[src/rtl/wwt_regs.svh]
`ifndef WWT_REGS_SVH
`define WWT_REGS_SVH

// register indices as printed; byte address is four times the index
`define WWT_CTRL_IDX       10'h000
`define WWT_STATUS_IDX     10'h001
`define WWT_CTRL_ADDR      {`WWT_CTRL_IDX, 2'b00}
`define WWT_STATUS_ADDR    {`WWT_STATUS_IDX, 2'b00}

// field positions
`define WWT_OPEN_LSB       0
`define WWT_CLOSED_LSB     4
`define WWT_FIELD_W        4
`define WWT_LOCK_BIT       7
`define WWT_BUSY_BIT       0

// reset values
`define WWT_CTRL_RST       8'h00
`define WWT_STATUS_RST     8'h00
`define WWT_LOCK_RST       1'b0
`define WWT_CNT_RST        14'h0000

// span encoding: code n selects 2**(n+2) tick cycles
`define WWT_CODE_OFF       4'h0
`define WWT_CODE_MAX       4'hb
`define WWT_CODE_SHIFT     5'h02

// tick edges needed to carry a request into the tick domain
`define WWT_SYNC_TICKS     2'h2

`endif

[src/rtl/wwt_pkg.sv]
package wwt_pkg;

  typedef enum logic [1:0]
  {
    WWT_OFF,
    WWT_FIRST,
    WWT_CLOSED,
    WWT_OPEN
  } wwt_state_type;

  typedef logic [13:0] wwt_count_type;

endpackage

[src/rtl/wwt_tick_if.sv]
interface wwt_tick_if;
  logic tick;

  modport src
  (
    output tick
  );

  modport dst
  (
    input  tick
  );
endinterface

[src/rtl/wwt_tick_sync.sv]
module wwt_tick_sync
(
  input  wire logic pclk,
  input  wire logic presetn,
  input  wire logic ce,
  input  wire logic wd_tick_clock,
  wwt_tick_if.src   tk
);

  logic sync1_r;
  logic sync2_r;
  logic last_r;

  ////////////////////////////////////////////////////////////////////////////
  // the slow oscillator is asynchronous, so it is sampled twice first
  always_ff @(posedge pclk or negedge presetn)
  begin
    if (!presetn)
    begin
      sync1_r <= 1'b0;
      sync2_r <= 1'b0;
      last_r  <= 1'b0;
    end
    else if (ce)
    begin
      sync1_r <= wd_tick_clock;
      sync2_r <= sync1_r;
      last_r  <= sync2_r;
    end
  end

  // one pclk pulse per rising edge of the tick clock
  assign tk.tick = ce & sync2_r & ~last_r;

endmodule

[src/rtl/wwt_watchdog.sv]
// Design decision made here: register access over APB.
`include "wwt_regs.svh"

// Contract
// - debug halt clears the counter
// - after halt, window mode runs open period first
// - nonzero timeout code enables the watchdog
// - zero closed code normal, nonzero window mode
// - normal mode resets on timeout, restart renews
// - restart in closed span resets at once
// - open follows closed; open expiry resets
// - first closed span waits for first restart
// - restart synchronised in ticks; extras ignored
// - lock sets only, clears in debug, freezes control
// - control from fuse; enabled fuse sets lock
// - protected writes need the unlock window
// - guarded-out writes complete, change nothing
// - control writes cross to tick domain, busy
// - runs in sleep while tick runs
// - run-time debug without halt changes nothing
// - closed code bits 7:4, doubling from 8
// - timeout code bits 3:0, doubling from 8
// - counter advances on slow tick clock
// - busy flag read-only, cleared by hardware
module wwt_watchdog
(
  input  wire logic        pclk,
  input  wire logic        presetn,
  input  wire logic        ce,
  input  wire logic        psel,
  input  wire logic        penable,
  input  wire logic        pwrite,
  input  wire logic [11:0] paddr,
  input  wire logic [31:0] pwdata,
  output logic      [31:0] prdata,
  output logic             pready,
  output logic             pslverr,
  input  wire logic        wd_tick_clock,
  input  wire logic        cpu_halted,
  input  wire logic        debug_mode,
  input  wire logic        change_guard_open,
  input  wire logic        restart_request_instr,
  input  wire logic [7:0]  boot_config_fuse,
  output logic             system_reset_req
);

  ////////////////////////////////////////////////////////////////////////////
  // declarations

  wwt_tick_if tk_if ();

  logic [7:0]             ctrl_r;
  logic [7:0]             act_r;
  logic                   lock_r;
  logic                   busy_r;
  logic [1:0]             busy_cnt_r;
  logic                   boot_done_r;
  logic                   rs_pend_r;
  logic [1:0]             rs_cnt_r;
  wwt_pkg::wwt_state_type state_r;
  wwt_pkg::wwt_state_type state_nxt;
  wwt_pkg::wwt_count_type cnt_r;
  wwt_pkg::wwt_count_type cnt_nxt;
  logic                   wd_reset_r;
  logic                   wd_reset_nxt;
  logic [31:0]            prdata_r;
  logic                   pready_r;
  logic                   pslverr_r;

  wire logic              tick;
  wire logic              apb_access;
  wire logic              apb_commit;
  wire logic              sel_ctrl;
  wire logic              sel_status;
  wire logic              sel_hit;
  wire logic              wr_ctrl;
  wire logic              wr_status;
  wire logic              ctrl_take;
  wire logic              lock_set;
  wire logic              lock_clr;
  wire logic [7:0]        status_val;
  wire logic [31:0]       rdata;
  wire logic              cfg_apply;
  wire logic              rs_take;
  wire logic              rs_done;
  wire logic              act_en;
  wire logic              act_win;
  wire logic              new_en;
  wire logic              new_win;
  wwt_pkg::wwt_count_type lim_m1 [2];
  wwt_pkg::wwt_count_type span_m1;
  wire logic              span_end;

  ////////////////////////////////////////////////////////////////////////////
  // tick clock edge detection

  wwt_tick_sync u_tick_sync
  (
    .pclk          (pclk),
    .presetn       (presetn),
    .ce            (ce),
    .wd_tick_clock (wd_tick_clock),
    .tk            (tk_if.src)
  );

  assign tick = tk_if.tick;

  ////////////////////////////////////////////////////////////////////////////
  // bus decode

  assign apb_access = psel & penable;
  assign apb_commit = apb_access & pready_r;
  assign sel_ctrl   = (paddr == `WWT_CTRL_ADDR);
  assign sel_status = (paddr == `WWT_STATUS_ADDR);
  assign sel_hit    = sel_ctrl | sel_status;
  assign wr_ctrl    = apb_commit & pwrite & sel_ctrl;
  assign wr_status  = apb_commit & pwrite & sel_status;

  // a write while busy is dropped, keeping the pending transfer coherent
  assign ctrl_take  = wr_ctrl & change_guard_open & ~lock_r & ~busy_r & boot_done_r;
  assign lock_set   = wr_status & change_guard_open & pwdata[`WWT_LOCK_BIT];
  assign lock_clr   = wr_status & change_guard_open & debug_mode
                    & ~pwdata[`WWT_LOCK_BIT];

  assign status_val = {lock_r, 6'h00, busy_r};
  assign rdata      = sel_ctrl   ? {24'h000000, ctrl_r}     :
                      sel_status ? {24'h000000, status_val} : 32'h00000000;

  ////////////////////////////////////////////////////////////////////////////
  // span lengths, one per field

  genvar gi;
  generate
    for (gi = 0; gi < 2; gi = gi + 1)
    begin : g_span
      wire logic [3:0] code;
      wire logic [3:0] code_c;
      wire logic [4:0] shamt;
      assign code   = act_r[gi*`WWT_FIELD_W +: `WWT_FIELD_W];
      // reserved codes take the longest span rather than disabling the dog
      assign code_c = (code > `WWT_CODE_MAX) ? `WWT_CODE_MAX : code;
      assign shamt  = {1'b0, code_c} + `WWT_CODE_SHIFT;
      assign lim_m1[gi] = (14'h0001 << shamt) - 14'h0001;
    end
  endgenerate

  assign act_en   = act_r[`WWT_OPEN_LSB +: `WWT_FIELD_W] != `WWT_CODE_OFF;
  assign act_win  = act_r[`WWT_CLOSED_LSB +: `WWT_FIELD_W] != `WWT_CODE_OFF;
  assign new_en   = ctrl_r[`WWT_OPEN_LSB +: `WWT_FIELD_W] != `WWT_CODE_OFF;
  assign new_win  = ctrl_r[`WWT_CLOSED_LSB +: `WWT_FIELD_W] != `WWT_CODE_OFF;

  assign span_m1  = (state_r == wwt_pkg::WWT_CLOSED) ? lim_m1[1] : lim_m1[0];
  assign span_end = (cnt_r == span_m1);

  ////////////////////////////////////////////////////////////////////////////
  // crossings into the tick domain

  assign cfg_apply = busy_r & tick & (busy_cnt_r == `WWT_SYNC_TICKS - 2'h1);
  assign rs_take   = restart_request_instr & ~rs_pend_r;
  assign rs_done   = rs_pend_r & tick & (rs_cnt_r == `WWT_SYNC_TICKS - 2'h1);

  ////////////////////////////////////////////////////////////////////////////
  // apb slave

  always_ff @(posedge pclk or negedge presetn)
  begin
    if (!presetn)
    begin
      pready_r  <= 1'b0;
      pslverr_r <= 1'b0;
      prdata_r  <= 32'h00000000;
    end
    else if (ce)
    begin
      pready_r  <= apb_access & ~pready_r;
      pslverr_r <= apb_access & ~pready_r & ~sel_hit;
      if (apb_access & ~pready_r)
      begin
        prdata_r <= rdata;
      end
    end
  end

  ////////////////////////////////////////////////////////////////////////////
  // control register, boot load and lock

  // fuse is caught on the first enabled edge after reset release
  always_ff @(posedge pclk or negedge presetn)
  begin
    if (!presetn)
    begin
      boot_done_r <= 1'b0;
      ctrl_r      <= `WWT_CTRL_RST;
      lock_r      <= `WWT_LOCK_RST;
    end
    else if (ce)
    begin
      boot_done_r <= 1'b1;
      if (!boot_done_r)
      begin
        ctrl_r <= boot_config_fuse;
        lock_r <= boot_config_fuse[`WWT_OPEN_LSB +: `WWT_FIELD_W] != `WWT_CODE_OFF;
      end
      else
      begin
        if (ctrl_take)
        begin
          ctrl_r <= pwdata[7:0];
        end
        if (lock_set)
        begin
          lock_r <= 1'b1;
        end
        else if (lock_clr)
        begin
          lock_r <= 1'b0;
        end
      end
    end
  end

  // control value travels to the counter after two tick edges
  always_ff @(posedge pclk or negedge presetn)
  begin
    if (!presetn)
    begin
      busy_r     <= 1'b0;
      busy_cnt_r <= 2'h0;
      act_r      <= `WWT_CTRL_RST;
    end
    else if (ce)
    begin
      if (!boot_done_r || ctrl_take)
      begin
        busy_r     <= 1'b1;
        busy_cnt_r <= 2'h0;
      end
      else if (cfg_apply)
      begin
        busy_r <= 1'b0;
        act_r  <= ctrl_r;
      end
      else if (busy_r && tick)
      begin
        busy_cnt_r <= busy_cnt_r + 2'h1;
      end
    end
  end

  // restart request; a second one while pending is dropped
  always_ff @(posedge pclk or negedge presetn)
  begin
    if (!presetn)
    begin
      rs_pend_r <= 1'b0;
      rs_cnt_r  <= 2'h0;
    end
    else if (ce)
    begin
      if (rs_take)
      begin
        rs_pend_r <= 1'b1;
        rs_cnt_r  <= 2'h0;
      end
      else if (rs_done)
      begin
        rs_pend_r <= 1'b0;
      end
      else if (rs_pend_r && tick)
      begin
        rs_cnt_r <= rs_cnt_r + 2'h1;
      end
    end
  end

  ////////////////////////////////////////////////////////////////////////////
  // counter and window sequencer
  // no sleep input exists and debug_mode never reaches the counter: only a halt or a zero timeout code stops the dog

  always_comb
  begin
    state_nxt    = state_r;
    cnt_nxt      = cnt_r;
    wd_reset_nxt = wd_reset_r;
    if (wd_reset_r)
    begin
      // reset request holds until the system reset clears this block
      state_nxt = state_r;
    end
    else if (cpu_halted)
    begin
      cnt_nxt   = `WWT_CNT_RST;
      // on resume an open period runs before any closed span
      state_nxt = act_en ? wwt_pkg::WWT_FIRST : wwt_pkg::WWT_OFF;
    end
    else if (cfg_apply)
    begin
      if (!new_en)
      begin
        state_nxt = wwt_pkg::WWT_OFF;
        cnt_nxt   = `WWT_CNT_RST;
      end
      else if (state_r == wwt_pkg::WWT_OFF || (new_win && !act_win))
      begin
        state_nxt = wwt_pkg::WWT_FIRST;
        cnt_nxt   = `WWT_CNT_RST;
      end
      else if (!new_win && state_r == wwt_pkg::WWT_CLOSED)
      begin
        state_nxt = wwt_pkg::WWT_OPEN;
        cnt_nxt   = `WWT_CNT_RST;
      end
    end
    else if (rs_done && state_r != wwt_pkg::WWT_OFF)
    begin
      cnt_nxt = `WWT_CNT_RST;
      if (state_r == wwt_pkg::WWT_CLOSED)
      begin
        wd_reset_nxt = 1'b1;
      end
      else if (act_win)
      begin
        state_nxt = wwt_pkg::WWT_CLOSED;
      end
      else
      begin
        state_nxt = wwt_pkg::WWT_OPEN;
      end
    end
    else if (tick && state_r != wwt_pkg::WWT_OFF)
    begin
      if (!span_end)
      begin
        cnt_nxt = cnt_r + 14'h0001;
      end
      else
      begin
        case (state_r)
          wwt_pkg::WWT_CLOSED:
          begin
            state_nxt = wwt_pkg::WWT_OPEN;
            cnt_nxt   = `WWT_CNT_RST;
          end
          wwt_pkg::WWT_FIRST,
          wwt_pkg::WWT_OPEN:
          begin
            wd_reset_nxt = 1'b1;
          end
          default:
          begin
            state_nxt = wwt_pkg::WWT_OFF;
          end
        endcase
      end
    end
  end

  always_ff @(posedge pclk or negedge presetn)
  begin
    if (!presetn)
    begin
      state_r    <= wwt_pkg::WWT_OFF;
      cnt_r      <= `WWT_CNT_RST;
      wd_reset_r <= 1'b0;
    end
    else if (ce)
    begin
      state_r    <= state_nxt;
      cnt_r      <= cnt_nxt;
      wd_reset_r <= wd_reset_nxt;
    end
  end

  ////////////////////////////////////////////////////////////////////////////
  // outputs

  assign prdata           = prdata_r;
  assign pready           = pready_r;
  assign pslverr          = pslverr_r;
  assign system_reset_req = wd_reset_r;

endmodule

[config.mk]
export PLATFORM = sky130hd
export DESIGN_NAME = wwt_watchdog
export DESIGN_NICKNAME = d
export VERILOG_FILES = /design/src/rtl/wwt_pkg.sv /design/src/rtl/wwt_tick_if.sv /design/src/rtl/wwt_tick_sync.sv /design/src/rtl/wwt_watchdog.sv
export VERILOG_INCLUDE_DIRS = /design/src /design/src/rtl
export SDC_FILE = /design/constraint.sdc
export NUM_CORES = 1
export LEC_CHECK = 0
export BUFFER_PORTS_ARGS = -buffer_cell sky130_fd_sc_hd__buf_2
export CORE_ASPECT_RATIO = 0.8
export CORE_MARGIN = 5
export CORE_UTILIZATION = 45
export DETAILED_ROUTE_END_ITERATION = 6
export GPL_TIMING_DRIVEN = 0
export PLACE_DENSITY = 0.73
export SYNTH_ARGS = -nofsm -noshare
export SYNTH_HDL_FRONTEND = slang
export SYNTH_SLANG_ARGS = --single-unit
[constraint.sdc]
create_clock -name pclk -period 5.7 [get_ports pclk]
set_input_delay 0.57 -clock pclk [delete_from_list [all_inputs] [get_ports pclk]]
set_output_delay 0.57 -clock pclk [all_outputs]
set_load 0.02 [all_outputs]
==> results.yml, run 1 <==
critical_path:
  r2r_cells: 20
  cp_data_required_time_ns: 5.94
  cp_cell_sequence: "and2b_4, or3_1, nand2_1, inv_1, ha_1, nand2b_1, a21oi_2, nor2_1, buf_2, nand3_1, ha_2, inv_1, a2111oi_1, xor2_1, mux2i_1, nand4bb_1, o21ai_2, buf_2, or3_1, a21oi_1"
  cp_top_family: "simple AND/OR/NAND/NOR gates"
  r2r_end: "cnt_r[9]$_DFFE_PN0P_"
  worst-setup-path-type: "reg2reg"
  crit_path_end_kind: "flip-flop"
  cp_data_arrival_time_ns: 5.56
  rrSetupSlack_ns: 0.38
  r2r_start: "state_r[1]$_DFFE_PN0P_"
  cp-start-kind: "flip-flop"
  cp_num_buf_inv: 4
  critPathMaxFanout: 10
  critPathMaxStageDelay_ns: 0.48
  critPathSlowestCell: "dfrtp_1"
pwr:
  ir_worst_vdd_v: 0.0002710
  p_per_area_nw_per_um2: 373.9
  power_mw: 1.620
  total_leakage_power_nw: 2.058
timing:
  max_freq_mhz: 187.9
  rsz0062_at_grt: "false"
  finalHoldViolCount: 0
  slew_viol_final: 0
  tightestPinTransition_ns: 1.209
  setup_tns_ns: 0
  finClkSkew_ns: 0.009608
  period_minus_slack_ns: 5.322
  fin_crit_sh: 0.9337
  setup_viol: 0
  slew_headroom: 0.1937
  whs_ns: 0.4917
run:
  maxCapViolations: 0
logic_synthesis:
  yosys.area.top_type: "dfrtp_1"
  ys_types: 70
  async_flop_share: 1.000
  synth_edf_count: 0
  synth_top_area_frac: 0.3600
  yosysWarnings: 0
  synth-seq-cells: 54
  synthCells: 433
  synth-main-ff-cell: "dfrtp_1"
  syn_area_per_cell_um2: 8.669
  yosys-top-cells-area: "dfrtp_1, nand2_1, o21ai_0"
  seq_area_frac_synth: 0.3600
  synthesis.area_um2: 3754
clock_network:
  tritoncts: "done"
  numCtsBuffers: 5
  h-tree-depth: 2
  clockBufferDepth: 2
  cts.sinks: 54
  root_buffer: "clkbuf_8"
  post_cts_buffers: 0
  clock_latency_ns: 0.31
  clk_pin_slew_ns: 0.10
cells_and_area:
  utilization: 0.5405
  finalNetCount: 578
  syn_to_final_growth_pct: 15.47
  drive_above_1_share: 0.2387
  num_antenna_cells: 0
floorplanning:
  ioPinCount: 98
  fp-row-count: 29
  dieArea_um2: 10280
  die_h_um: 91.69
  core_um2: 8019
  start_util: 0.4681
  fp.dieW_um: 112.1
drt:
  drc: 0
  wl_um: 9544
  final_antenna_net_count: 0
  vias_per_cell: 5.640
  firstDrtPassIters: 5
  vias: 3491
  wl_per_cell_um: 15.42
  drt_iter0_markers: 271
global_routing:
  grt_remaining_overflow: 0
  grt_max_degree: 55
  antenna_found_initial: 0
  grt_first_pass_wirelength_um: 15890
  grt_pass1_vias: 3225
  grt_usage: 0.1831
worst_hold_path:
  min_path_type: "in2async"
place:
  place_hpwl_um: 7508
  place_congestion: 0.9410
  io_buffers: 48
status:
  status: "completed"
## per-layer routing
metal	global-route usage	share of wire	vias up
li1	-	-	1699
met1	0.2706	0.47	1671
met2	0.2897	0.46	110
met3	0.02434	0.061	11
met4	0.03604	0.0075	0
met5	0	0	-
## area by class of cell
| type | instances | area, µm² |
|---|---|---|
| Timing Repair Buffer | 48 | 240.2 |
| Clock buffer | 5 | 68.82 |
| Inverter | 15 | 56.30 |
| Buffer | 45 | 269.0 |
| Multi-Input combinational cell | 341 | 2170 |
| Fill cell | 751 | 3685 |
| Clock inverter | 3 | 43.79 |
| Sequential cell | 54 | 1351 |
| Tap cell | 108 | 135.1 |
## where the power goes
group	total, mW	internal [mW]	switching, mW
registers	0.512	0.449	0.0634
clock network	0.261	0.132	0.129
logic	0.847	0.341	0.506
## synthesized netlist by cell type, types with 2 or more instances
| cell type | number |
|---|---|
| nor2b_1 | 2 |
| nand2_1 | 56 |
| a2111oi_2 | 2 |
| and2_1 | 3 |
| clkbuf_1 | 13 |
| xnor2_1 | 4 |
| ha_1 | 5 |
| o21ai_0 | 38 |
| dfrtp_1 | 54 |
| a21oi_1 | 22 |
| o21a_1 | 4 |
| or3_1 | 13 |
| o211ai_1 | 3 |
| xor2_1 | 7 |
| nand4_1 | 5 |
| a211o_1 | 2 |
| nor3_1 | 8 |
| nor4b_1 | 2 |
| and3_1 | 6 |
| or4b_1 | 2 |
| a21oi_2 | 2 |
| a31o_1 | 2 |
| o2111ai_1 | 3 |
| nand2b_1 | 7 |
| a31oi_1 | 5 |
| a22o_1 | 3 |
| nor4_1 | 7 |
| buf_4 | 24 |
| inv_1 | 14 |
| nor2_1 | 14 |
| o31ai_1 | 3 |
| o21ai_2 | 2 |
| mux2i_1 | 14 |
| o22ai_1 | 6 |
| mux2_2 | 11 |
| nand3_1 | 15 |
| or4_1 | 6 |
| nor3_2 | 2 |
| or2_2 | 2 |
| nor3b_1 | 2 |
| buf_2 | 8 |
| or3_4 | 2 |
## logic make-up after synthesis
family	synth area share
AND/OR/NAND/NOR	0.2313
AO/OA/AOI/OAI	0.2073
buffers and inverters	0.08767
flip-flops	0.3600
multiplexers	0.07033
XOR/XNOR	0.02567
adder cells (fa/ha/maj)	0.01667
other	0.0009990
## what timing repair did
action | CTS | global route
resized for setup | 0 | 3
hold buffers | 0 | 0
endpoints found under the setup margin | 0 | 15
## worst max path at each step
stage                                        to  cells after the start                    from
after detailed placement   cnt_r[9]$_DFFE_PN0P_                     21  state_r[1]$_DFFE_PN0P_
after CTS                  cnt_r[9]$_DFFE_PN0P_                     21  state_r[1]$_DFFE_PN0P_
after floorplan           cnt_r[13]$_DFFE_PN0P_                     20  state_r[1]$_DFFE_PN0P_
after global routing       cnt_r[9]$_DFFE_PN0P_                     20  state_r[1]$_DFFE_PN0P_
after global placement     cnt_r[9]$_DFFE_PN0P_                     21  state_r[1]$_DFFE_PN0P_
final                      cnt_r[9]$_DFFE_PN0P_                     20  state_r[1]$_DFFE_PN0P_
## cell usage in the layout, fill, tap and decap left out, types with 5 or more instances in the layout
cell type / Yosys / final
or3_1: 13 / 13
nor4_1: 7 / 7
or4_1: 6 / 6
buf_4: 24 / 24
and3_1: 6 / 6
mux2_2: 11 / 11
o21ai_0: 38 / 38
nand2b_1: 7 / 7
clkbuf_8: 0 / 5
buf_2: 8 / 56
nor3_1: 8 / 8
nand2_1: 56 / 56
conb_1: 1 / 24
nand3_1: 15 / 15
a31oi_1: 5 / 5
o22ai_1: 6 / 6
inv_1: 14 / 14
mux2i_1: 14 / 14
nor2_1: 14 / 14
clkbuf_1: 13 / 12
dfrtp_1: 54 / 54
a21oi_1: 22 / 20
nand4_1: 5 / 5
xor2_1: 7 / 7
## registers in the layout, summed over array words and instances (netlist names)
register / flops
rs_pend_r: 1
pslverr: 1
rs_cnt_r: 2
u_tick_sync.sync2_r: 1
busy_r: 1
pready: 1
lock_r: 1
prdata: 8
cnt_r: 14
u_tick_sync.last_r: 1
act_r: 8
system_reset_req: 1
busy_cnt_r: 2
boot_done_r: 1
state_r: 2
u_tick_sync.sync1_r: 1
ctrl_r: 8
## stage by stage
step                      worst slack, ns  area [µm²]  cells
after floorplan                    0.9990        3840    456
after global placement             0.1062        4215    612
after detailed placement          0.04788        4215    612
after CTS                        0.006979        4328    620
after global routing              0.04931        4334    619
final                              0.3778        4334    619
Power figures use the tool's default switching activity.
==> run 2: changes to the inputs <==
- ABC_AREA: unset -> 1
- PLACE_DENSITY: 0.73 -> 0.69
==> run 2 against run 1 <==
Compared with the run above:
- clock-buffer cell count rose by 1
- critical path depth rose by 5
- utilization fell by 0.68 points
- critical path type unchanged
==> results.yml, run 2 <==
logic_synthesis:
  seq_area_frac_synth: 0.3238
  ys_types: 42
  yosys.area.top_type: "dfrtp_1"
  synth-main-ff-cell: "dfrtp_1"
  synthXorXnorAreaFrac: 0.03328
  synthCells: 602
  synthTopCellsByCount: "nand2_1, inv_1, nor2_1, dfrtp_1, nand3_1"
  yosysMostFrequentCell: "nand2_1"
  synth-simple-area-share: 0.4156
  synth-seq-cells: 54
  synth_edf_count: 0
  synth_top_family_by_area: "simple AND/OR/NAND/NOR gates"
  syn_area_per_cell_um2: 6.931
  synth_compound_area_frac: 0.08006
  yosys-top-cells-area: "dfrtp_1, nand2_1, inv_1"
  async_flop_share: 1.000
  synth_top_area_frac: 0.3238
  synthesis.area_um2: 4173
  synthAdderAreaFrac: 0.01499
  yosysWarnings: 0
  synthMuxAreaShare: 0
floorplanning:
  start_util: 0.4617
  die_h_um: 96.13
  fp.dieW_um: 117.7
  fp-row-count: 31
  core_um2: 9037
  dieArea_um2: 11310
  ioPinCount: 98
drt:
  vias: 3937
  drt_iter0_markers: 264
  drc: 0
  wl_per_cell_um: 12.63
  firstDrtPassIters: 5
  wl_um: 10050
  final_antenna_net_count: 0
  vias_per_cell: 4.946
global_routing:
  grt_remaining_overflow: 0
  grt_first_pass_wirelength_um: 17080
  grt_pass1_vias: 3624
  grt_max_degree: 55
  antenna_found_initial: 0
  grt_usage: 0.1817
cells_and_area:
  multi_input_area_um2: 2360
  finalNetCount: 748
  drive_above_1_share: 0.2261
  syn_to_final_growth_pct: 15.59
  seqCellArea_um2: 1351
  mostFrequentLayoutCells: "nand2_1, inv_1, nor2_1"
  top_register: "cnt_r"
  final_common_cell: "nand2_1"
  num_antenna_cells: 0
  instances_no_fill: 796
  fill_cells: 901
  largest_reg_flops: 14
pwr:
  pwr-share-seq: 0.430
  comb_power_share: 0.195
  p_per_area_nw_per_um2: 206.2
  clockPowerShare: 0.374
  power.switching_uw: 289.8
  swShare: 0.2914
  p_int_uw: 704.7
  ir_worst_vdd_v: 0.0001258
  total_leakage_power_nw: 2.536
critical_path:
  crit_path_end_kind: "flip-flop"
  cp_data_required_time_ns: 5.89
  worst-setup-path-type: "reg2reg"
  cp-start-kind: "flip-flop"
  critPathMaxFanout: 10
  cp_data_arrival_time_ns: 3.90
timing:
  max_freq_mhz: 269.1
  whs_ns: 0.3149
  period_minus_slack_ns: 3.716
  setup_tns_ns: 0
  fin_crit_sh: 0.6519
  finalHoldViolCount: 0
  slew_viol_final: 0
  tightestPinTransition_ns: 0.6841
  finClkSkew_ns: 0.004097
  rsz0062_at_grt: "false"
  slew_headroom: 0.5439
  setup_viol: 0
clock_network:
  holdBufCountCts: 0
  h-tree-depth: 2
  clock_latency_ns: 0.29
  clockBufferDepth: 2
  cts.sinks: 54
  root_buffer: "clkbuf_16"
  numCtsBuffers: 5
  ctsResizeCount: 0
  clk_pin_slew_ns: 0.07
  post_cts_buffers: 0
  tritoncts: "done"
run:
  maxCapViolations: 0
status:
  status: "completed"
place:
  io_buffers: 48
  place_congestion: 0.9756
  place_hpwl_um: 7940
  dpl.cell_count: 788
worst_hold_path:
  min_path_type: "in2async"
run 2: changes by cell type in the layout (fill, tap and decap cells not counted), sizes merged, moves of 16 or more:
cell	delta
nand2	+121
nor2	+79
inv	+67
nand3	+44
a21oi	-16
o21ai	-16
run 2: cells by family after synthesis:
group,Yosys count
and+or+nand+nor,355
buffers and inverters,117
AOI/OAI and AO/OA,55
other,1
adders and majority gates,5
DFF,54
xor gates and xnor gates,15
run 2: per-layer routing:
| layer | vias up | part of all wire | GRT usage |
|---|---|---|---|
| li1 | 2035 | - | - |
| met1 | 1776 | 0.51 | 0.2645 |
| met2 | 117 | 0.43 | 0.2834 |
| met4 | 0 | 0.0089 | 0.04298 |
| met3 | 9 | 0.051 | 0.02996 |
| met5 | - | 0 | 0 |
run 2: power by group through the flow:
stage | clock network, mW | registers (mW) | logic (mW)
after floorplan | 0 | 0.438 | 0.139
after global placement | 0 | 0.434 | 0.189
after detailed placement | 0 | 0.436 | 0.194
after CTS | 0.376 | 0.429 | 0.195
after global routing | 0.390 | 0.433 | 0.225
final | 0.372 | 0.428 | 0.194
run 2: worst paths after layout:
kind	end	from	slack (ns)	cells past startpoint
max in group asynchronous	u_tick_sync.last_r$_DFFE_PN0P_	presetn	4.94	1
worst min-delay path	ctrl_r[5]$_DFFE_PN0P_	presetn	0.31	1
worst max-delay path	cnt_r[7]$_DFFE_PN0P_	state_r[0]$_DFFE_PN0P_	1.98	25
worst min register to register	prdata[4]$_DFFE_PN0P_	prdata[4]$_DFFE_PN0P_	0.48	2
worst max register to register	cnt_r[7]$_DFFE_PN0P_	state_r[0]$_DFFE_PN0P_	1.98	25
min in group pclk	prdata[4]$_DFFE_PN0P_	prdata[4]$_DFFE_PN0P_	0.48	2
run 2: final cells by class:
cell class / count / area share
Multi-Input combinational cell: 454 / 0.4892
Sequential cell: 54 / 0.2802
Inverter: 86 / 0.06848
Timing Repair Buffer: 48 / 0.05032
Buffer: 31 / 0.04514
Tap cell: 115 / 0.02983
Clock buffer: 6 / 0.02879
Clock inverter: 2 / 0.008041
run 2: stage by stage:
step                setup WS, ns    util  instance area (µm²)  total power, mW
floorplan                  2.583       -                 4259           0.5776
global placement           2.142  0.5138                 4643           0.6232
detailed placement         2.085  0.5138                 4643           0.6300
CTS                        2.026  0.5334                 4821           0.9992
global route               1.628  0.5337                 4823            1.049
finish                     1.984  0.5337                 4823           0.9945
run 2: worst max-delay path: stages, from the launching register on:
cell	delay (ns)
dfrtp_1	0.46
inv_2	0.13
nand2_4	0.10
nand2_2	0.11
nand2_4	0.10
ha_1	0.25
inv_1	0.10
nand3_2	0.10
nand2_4	0.16
buf_6	0.17
nand2_1	0.08
ha_1	0.28
xor2_1	0.22
inv_1	0.06
nand3_1	0.07
nand2_1	0.06
nor2_1	0.09
nand2_1	0.11
nor2_1	0.13
nand3_2	0.11
nor2_4	0.15
nand3_4	0.18
nand2_8	0.15
inv_6	0.06
nand3_1	0.08
nand2_1	0.06
